--- src/rtl/ltc_pkg.sv ---
`default_nettype none
package ltc_pkg;
  // Three-level pin as seen by the pad comparators
  typedef enum logic [1:0] {
    LVL_LOW = 2'h0,
    LVL_MID = 2'h1,
    LVL_HIGH = 2'h2
  } ltc_level_e;

  typedef enum logic [2:0] {
    MODE_HW = 3'h1,
    MODE_PAR = 3'h2,
    MODE_SER = 3'h4
  } ltc_mode_e;

  // Line coder kind
  localparam logic CODER_ZS = 1'h0;
  localparam logic CODER_AMI = 1'h1;
  // Attenuator placement codes
  localparam logic [1:0] JA_OFF = 2'h0;
  localparam logic [1:0] JA_TX = 2'h1;
  localparam logic [1:0] JA_RX = 2'h2;
  // Host bus style
  localparam logic BUS_STYLE_A = 1'h1;
  localparam logic BUS_STYLE_B = 1'h0;
  // Reset values
  localparam ltc_mode_e MODE_RST = MODE_HW;
  localparam logic CODER_RST = CODER_ZS;
  localparam logic [1:0] JA_RST = JA_OFF;
  localparam logic BUS_RST = BUS_STYLE_A;
  localparam logic SEL_RST = 1'h0;
endpackage
`default_nettype wire

--- src/rtl/ltc_config_pins.sv ---
// Operation
// - Mode pin: low hardware, high parallel host, mid-supply serial host.
// - Hardware mode, coder pin low selects zero-substitution coder.
// - Hardware mode, coder pin high selects plain AMI coding.
// - Host mode takes coder type from the coder-enable register bit.
// - Host mode: shared pin high bus style A, low style B with acknowledge.
// - Host mode: control port answers only while chip select is low.
// - Hardware mode: attenuator pin low transmit, high receive, open disabled.
`default_nettype none
module ltc_config_pins
  import ltc_pkg::*;
(
  input wire logic clock, // 20 MHz clock
  input wire logic rstn, // Synchronous reset
  input wire ltc_pkg::ltc_level_e modeLevel, // Mode pin level
  input wire logic coderSel, // Shared coder / bus style pin
  input wire ltc_pkg::ltc_level_e jaSelLevel, // Shared attenuator / chip select pin
  input wire logic coderEnBit, // Coder-enable register bit
  output logic hwMode, // Hardware mode active
  output logic hostParallel, // Parallel host mode active
  output logic hostSerial, // Serial host mode active
  output logic coderAmi, // Line coder is plain AMI
  output logic [1:0] jaPosition, // Attenuator placement
  output logic busStyle, // Host bus style
  output logic portSelect // Control port access enabled
);
  import ltc_pkg::*;

  ////////////////////////////////////////////////////////////////////////
  // Level helpers

  // Pad comparator hit for one level
  function automatic logic level_is(input ltc_level_e lvl, input ltc_level_e want);
    return (lvl == want);
  endfunction

  // Attenuator placement for a strapped pin level
  function automatic logic [1:0] ja_place(input ltc_level_e lvl);
    if (level_is(lvl, LVL_LOW)) begin
      return JA_TX;
    end else if (level_is(lvl, LVL_HIGH)) begin
      return JA_RX;
    end
    return JA_OFF;
  endfunction

  ////////////////////////////////////////////////////////////////////////
  // Decode

  ltc_mode_e modeNxt;
  logic isHw;
  logic isPar;
  logic isSer;
  logic csLow;
  logic pinCoder;
  logic [1:0] pinJa;
  logic hostBus;
  logic coderAmiNxt;
  logic [1:0] jaNxt;
  logic busNxt;
  logic selNxt;

  // Anything off the rails reads as mid-supply
  assign modeNxt = level_is(modeLevel, LVL_LOW) ? MODE_HW :
                   level_is(modeLevel, LVL_HIGH) ? MODE_PAR : MODE_SER;
  assign isHw = (modeNxt == MODE_HW);
  assign isPar = (modeNxt == MODE_PAR);
  assign isSer = (modeNxt == MODE_SER);

  // Hardware-mode readings of the shared pins
  assign pinCoder = coderSel ? CODER_AMI : CODER_ZS;
  assign pinJa = ja_place(jaSelLevel);

  // Host-mode readings of the same pins
  assign hostBus = coderSel ? BUS_STYLE_A : BUS_STYLE_B;
  assign csLow = level_is(jaSelLevel, LVL_LOW);

  // Each shared pin feeds only the function of the decoded mode
  assign coderAmiNxt = isHw ? pinCoder : coderEnBit;
  assign jaNxt = isHw ? pinJa : JA_OFF;
  assign busNxt = isHw ? BUS_RST : hostBus;
  assign selNxt = !isHw && csLow;

  ////////////////////////////////////////////////////////////////////////
  // Registers

  // Mode flags, one-hot
  always_ff @(posedge clock) begin
    if (!rstn) begin
      hwMode <= (MODE_RST == MODE_HW);
      hostParallel <= (MODE_RST == MODE_PAR);
      hostSerial <= (MODE_RST == MODE_SER);
    end else begin
      hwMode <= isHw;
      hostParallel <= isPar;
      hostSerial <= isSer;
    end
  end

  always_ff @(posedge clock) begin
    if (!rstn) begin
      coderAmi <= CODER_RST;
    end else begin
      coderAmi <= coderAmiNxt;
    end
  end

  always_ff @(posedge clock) begin
    if (!rstn) begin
      jaPosition <= JA_RST;
    end else begin
      jaPosition <= jaNxt;
    end
  end

  always_ff @(posedge clock) begin
    if (!rstn) begin
      busStyle <= BUS_RST;
    end else begin
      busStyle <= busNxt;
    end
  end

  // Control port gate, shut while in reset
  always_ff @(posedge clock) begin
    if (!rstn) begin
      portSelect <= SEL_RST;
    end else begin
      portSelect <= selNxt;
    end
  end
endmodule
`default_nettype wire

--- config.mk ---
export PLATFORM = sky130hd
export DESIGN_NAME = ltc_config_pins
export DESIGN_NICKNAME = d
export VERILOG_FILES = /design/src/rtl/ltc_pkg.sv /design/src/rtl/ltc_config_pins.sv
export SDC_FILE = /design/constraint.sdc
export NUM_CORES = 1
export LEC_CHECK = 0
export CAP_MARGIN = 20
export CORE_AREA = 2 2 39 41
export CTS_BUF_LIST = sky130_fd_sc_hd__clkbuf_8
export DETAILED_ROUTE_END_ITERATION = 10
export DIE_AREA = 0 0 41 43
export DONT_BUFFER_PORTS = 1
export GPL_ROUTABILITY_DRIVEN = 0
export PLACE_DENSITY = 0.3
export SLEW_MARGIN = 20
export SYNTH_ARGS = -nofsm -noshare
export SYNTH_HDL_FRONTEND = slang
export SYNTH_SLANG_ARGS = --single-unit
export TNS_END_PERCENT = 5
--- constraint.sdc ---
create_clock -name clock -period 0.8 [get_ports clock]
set_clock_uncertainty 0.05 [all_clocks]
set_input_delay 0.12 -clock clock [delete_from_list [all_inputs] [get_ports clock]]
set_output_delay 0.12 -clock clock [all_outputs]
set_load 0.005 [all_outputs]
Word level (Yosys, flattened, before mapping). Cells that the tools add are included. Widths: inputs -> output; s select.

Flip-flop bits (word level): 8.

Multiplexer cells: 8. Reduce and logical (&&, ||, !) cells: 7. Equal/unequal tests: 5. Bitwise logic cells: 3.

Operators with widths (count): $mux 3 (2); $mux 1 (5); $eq 2x2->1 const B (2); $logic_not 2->1 (2); $reduce_or 4->1 (1); $eq 3x1->1 const B (1); $eq 3x2->1 const B (1); $eq 3x3->1 const B (1); $not 1->1 (3); $reduce_and 3->1 (1); $mux 2 (1); $reduce_or 2->1 (1); $logic_and 1x1->1 (1); $logic_not 1->1 (1).

Longest topological paths before layout. Gate-level depths: netlist of the first run.

Depth in word-level cells: 6. Mapped depth: 2. Depth with buffers taken out: 2.

Least setup slack after synthesis of the first run. No wires, ideal clock.

Kind: input to register. From: input jaSelLevel[0]. To: register jaPosition[1]. Cell stages on the path: 2. Arrival time: 0.510 ns. Required time: 0.663 ns. Slack: 0.152 ns. Path through: nand2b_2 nor4b_2.

Word-level cells in the longest chain between the ends: 5. Elaborated cells between the ends (all ways): 6.

Ends and longest elaborated chain: from (decl) (line ltc_config_pins.sv:17) `input wire ltc_pkg::ltc_level_e jaSelLevel,`; $eq 2x2->1 (line ltc_config_pins.sv:34) `return (lvl == want);`; $mux 1 (line ltc_config_pins.sv:41) `end else if (level_is(lvl, LVL_HIGH)) begin`; $mux 1 (line ltc_config_pins.sv:39) `if (level_is(lvl, LVL_LOW)) begin`; $not 1->1 (no source line); $reduce_or 4->1 (no source line) (*); to (signal assigned) (line ltc_config_pins.sv:112) `jaPosition <= jaNxt;`; to (decl) (line ltc_config_pins.sv:23) `output logic [1:0] jaPosition,`.

Mark *: on every way between the ends. The rest lies on a longest branch, timed or not. A chain may end at the register's enable or synchronous reset.

Worst setup path after layout of the first run.
From: input jaSelLevel[1]. To: register jaPosition[0].

Word-level cells in the longest chain between the ends: 4. Elaborated cells between the ends (all ways): 6.

Ends and longest elaborated chain (line): $eq 2x2->1 (ltc_config_pins.sv:34); $mux 1 (ltc_config_pins.sv:41); $mux 1 (ltc_config_pins.sv:39); $reduce_and 3->1 (no source line).

Several ways; a longest one is shown, not always the timed one.

==> flow_summary.ini, run 1 <==
[logic_synthesis]
synth_ff_type = dfxtp_1
synth_edf_count = 0
synthesis.nets = 28
syn_area_um2 = 243
synth_top_family_by_area = simple AND/OR/NAND/NOR gates
yosysWarningCount = 0
complex_gate_fraction_of_the_synthesized_area_pct = 2.06
postSynthRegisterBits = 8
synthDistinctLibCells = 12
postSynth.asyncResetShare_pct = 0
yosys.area.top_type_share_pct = 66.0
postSynthAreaPerCell_um2 = 12.1
syn-instance-count = 20
yosysTopAreaCell = dfxtp_1
synthMostInstantiatedCell = dfxtp_1
synth_simple_gate_area_share_pct = 27.8
mux_share_of_post_synthesis_cell_area_pct = 4.12
synth_xor_area_share_pct = 0
ys_top_cells_by_area = dfxtp_1 (66%), nor4b_2 (6.2%), mux2i_1 (4.1%)
post_synth_fa_ha_maj_area_fraction_pct = 0
seq_area_frac_synth_pct = 66.0
synth_top_cells_by_count = dfxtp_1 (8), nand2_1 (2)

[die]
die_height_um = 43
rows = 14
boundaryPins = 16
core-area_um2 = 1380
die_width_um = 41
initial_core_util_pct = 17.5
floorplan.die_area_um2 = 1760

[timing]
layout_worst_path_cycle_share_pct = 101
layout_setup_ws_ns = -0.00718
timing.final.crit_period_ns = 0.807
tightest_slew_ns = 0.189
relSlewSlack_pct = 87.3
final_hold_slack_ns = -0.0900
slew_violations = 0
report.final.hold_viol_count = 4
fmaxAchievable_mhz = 1240
setup_viol_count_final = 1

[setup_path]
critical_path.slowest_cell = dlygate4sd3_1
worst_path_largest_cell_delay_ns = 0.57
family_with_the_most_delay_on_the_worst_path = buffers and inverters
timing.critical_path.from_type = input port
critPathArrivalTime_ns = 0.90
worstPathRequired_ns = 0.89
worst-path-buf-inv = 1
crit_path_max_fanout = 2
worstPathCellList = dlygate4sd3_1 > nor4_2
critPathCaptureType = flop
critPathKind = input port to flop

[hold_path]
worst_hold_path_type = input port to flop
whs_path_depth = 1
hp-start = modeLevel[1]
worst_hold_path.endpoint = jaPosition[1]

[global_route]
grt_overflow_total = 0
track_usage_pct = 8.27
grt_first_pass_wirelength_um = 890
antenna_found_initial = 0
first_global_vias = 217
grt_start_max_net_pins = 7

[route]
detail_route.wl_per_cell_um = 11.8
via_count = 177
drc_errors = 0
detailedRoute.firstIterationViolations = 0
detail_route.vias_per_cell = 4.02
first_pass_iters = 1
drt_wl_total_um = 520
route.antenna.remaining_nets = 0

[clocking]
cts_tree = built
clk_root_buffer_cell = clkbuf_8
postCtsHoldBufs = 5
cts_max_level = 1
cts.reportedPaths.clkPinSlew_ns = 0.04
sinks_on_clock_net = 8
post_cts_repair_timing_setup_buffer_count = 0
tritoncts.num_buffers = 3
cts.path.max_buffers = 2

[status]
outcome = finished with violations
failed_checks = hold timing, setup timing

[pwr]
irDropWorstVdd_uv = 553
cellPowerDensity_nw_per_um2 = 2630
leakagePower_nw = 0.147
post-layout-total-power_mw = 0.954

[final_layout]
fin_area_um2 = 363
area_taken_by_flip_flops_and_latches_um2 = 160
nets = 38
post_route_cells_drive_above_1_share_pct = 21.4
footprint_of_the_multi_input_gates_um2 = 88.8
number_of_antenna_repair_diodes = 0
fillerInstances = 153
flow.area_growth_from_synthesis_pct = 49.5

[placed_design]
placement.io_buffers = 0
post_place_instance_area_um2 = 263

[run]
reported_max_cap_violation_count = 0
==> registers in the layout, summed over array words and instances, names as in the netlist <==
name and cells:
jaPosition 2, busStyle 1, coderAmi 1, hostParallel 1, hostSerial 1, hwMode 1
portSelect 1
==> cells in the final DEF, fill, tap and decap left out, types with 2 or more instances in the layout <==
cell and count:
clkbuf_8 3, dfxtp_1 8, dlygate4sd3_1 4, nand2_1 2
==> area by class of cell <==
| cell class | instances | share of cell area [%] |
|---|---|---|
| clock buffers | 3 | 11.4 |
| multi-input cells | 12 | 24.5 |
| flip-flops and latches | 8 | 44.1 |
| well taps | 16 | 5.52 |
| repair buffers | 5 | 14.5 |
==> power by group <==
group,switching (mW),internal (mW)
Clock,0.153,0.326
Sequential,0.00877,0.419
Combinational,0.0156,0.0320
==> cell families (layout without fill, tap and decap cells) <==
kind of cell / count (synthesis) / count (layout)
buf+inv: 0 / 8
compound gates: 1 / 1
mux: 1 / 1
simple gates: 10 / 10
flops: 8 / 8
==> what timing repair did <==
action	in CTS	in global routing
endpoints found under the hold margin	8	3
resized for setup	0	2
endpoints found under the setup margin	0	3
==> through the flow <==
stage | std cells | util, % | setup slack, ns | setup TNS (ns)
floorplan | 20 | - | 0.152 | 0
global placement | 36 | 19.0 | 0.146 | 0
detailed placement | 36 | 19.0 | 0.119 | 0
CTS | 44 | 25.6 | 0.00174 | 0
global route | 44 | 26.2 | -0.0169 | -0.0169
finish | 44 | 26.2 | -0.00718 | -0.00718
==> routing by layer <==
layer	share of wire, %	GRT usage, %
met5	0	0
met4	0.96	8.00
met3	13	5.24
met1	36	8.79
met2	50	10.3
==> how the worst max path moves through the flow <==
stage             startpoint            end  depth (start not counted)
4_1_cts                 rstn   hostParallel                          2
3_5_place_dp   jaSelLevel[0]  jaPosition[1]                          2
5_1_grt        jaSelLevel[1]  jaPosition[0]                          2
3_3_place_gp   jaSelLevel[0]  jaPosition[1]                          2
6_report       jaSelLevel[1]  jaPosition[0]                          2
2_1_floorplan  jaSelLevel[0]  jaPosition[1]                          2
Note: power is estimated with default switching activity, not from simulation.
==> run 2: changes to the inputs <==
HOLD_SLACK_MARGIN = 0.06   (was unset)
==> flow_summary.ini, run 2 (same netlist as run 1, synthesis figures left out) <==
[timing]
tightest_slew_ns = 0.201
layout_worst_path_cycle_share_pct = 93.3
setup_viol_count_final = 0
fmaxAchievable_mhz = 1340
relSlewSlack_pct = 86.5
layout_setup_ws_ns = 0.0536
report.final.hold_viol_count = 4
grt_setup_unrepaired = false
slew_violations = 0
final_hold_slack_ns = -0.0900
setup-tns-final_ns = 0
timing.final.crit_period_ns = 0.746

[route]
detail_route.wl_per_cell_um = 11.5
route.antenna.remaining_nets = 0
drt_wl_total_um = 505
detail_route.vias_per_cell = 3.86
via_count = 170
detailedRoute.firstIterationViolations = 0
drc_errors = 0
first_pass_iters = 1

[pwr]
irDropWorstVdd_uv = 552
cellPowerDensity_nw_per_um2 = 2680
leakagePower_nw = 0.137

[setup_path]
family_with_the_most_delay_on_the_worst_path = buffers and inverters
crit_path_max_fanout = 5
worstPathRequired_ns = 0.86
critPathCaptureType = flop
critPathArrivalTime_ns = 0.81
worst_path_largest_cell_delay_ns = 0.54
worst-path-buf-inv = 1
critPathKind = input port to flop
worstPathCellList = and3b_1 > dlygate4sd3_1
critical_path.slowest_cell = dlygate4sd3_1
timing.critical_path.from_type = input port

[run]
reported_max_cap_violation_count = 0

[clocking]
cts.reportedPaths.clkPinSlew_ns = 0.04
tritoncts.num_buffers = 3
cts_tree = built
cts-resized-gates = 0
cts.path.max_buffers = 2
clk_root_buffer_cell = clkbuf_8
cts_max_level = 1
sinks_on_clock_net = 8

[final_layout]
flow.area_growth_from_synthesis_pct = 45.9
number_of_flip_flops_under_the_largest_register_name = 2
nets = 38
layout.cells.most_common_list = dfxtp_1 (8), dlygate4sd3_1 (5), clkbuf_8 (3), nand2_1 (2)
mostFrequentLayoutCell = dfxtp_1
post_layout_nonfiller_instances = 44
postLayoutCoreUtil_pct = 25.6
number_of_antenna_repair_diodes = 0
registers.top_by_ff_count = jaPosition
post_route_cells_drive_above_1_share_pct = 17.9

[global_route]
first_global_vias = 203
grt_start_max_net_pins = 7
grt_first_pass_wirelength_um = 848
antenna_found_initial = 0
grt_overflow_total = 0
track_usage_pct = 7.96

[die]
die_width_um = 41
boundaryPins = 16
floorplan.die_area_um2 = 1760
initial_core_util_pct = 17.5
core-area_um2 = 1380
die_height_um = 43
rows = 14

[status]
failed_checks = hold timing
outcome = finished with violations

[placed_design]
numPlacedInstances = 36
dp_slack_ns = 0.119
placement.io_buffers = 0

[hold_path]
worst_hold_path_type = input port to flop
run 2: cell count changes in the layout (fill, tap and decap cells not counted), sizes merged:
cell | before | now
dlygate4sd3 | 4 | 5
dlymetal6s4s | 1 | 0
run 2: path summary, 6_finish.rpt:
path	startpoint	end	slack, ns	cells past startpoint
worst max-delay path	modeLevel[1]	hostParallel	0.05	2
worst min-delay path	modeLevel[1]	jaPosition[1]	-0.09	1
run 2: area by class of cell:
type                    instances  area [um^2]
fillers                       151         1030
flip-flops and latches          8          160
multi-input cells              12         82.6
repair buffers                  5         50.0
clock buffers                   3         41.3
well taps                      16         20.0
run 2: repair_timing:
item / 4_1_cts / 5_1_grt
hold endpoints to repair: 8 / 5
hold buffers: 4 / 1
setup buffers: 0 / 0
run 2: layer usage:
metal | wire [um] | track usage [%] | up-vias
met1 | 173 | 7.82 | 74
met5 | 0 | 0 | -
li1 | - | - | 84
met3 | 69 | 5.76 | 2
met2 | 257 | 10.0 | 10
met4 | 5 | 8.00 | 0
run 2: power breakdown:
part / internal [mW] / total (mW) / switching, mW
registers: 0.419 / 0.428 / 0.00874
logic: 0.0298 / 0.0418 / 0.0119
clock network: 0.326 / 0.478 / 0.153
run 2: stage by stage:
step | area [um^2] | total power, mW
after global routing | 354 | 0.998
after floorplan | 243 | 0.453
final | 354 | 0.948
after detailed placement | 263 | 0.459
after global placement | 263 | 0.458
after CTS | 344 | 0.962
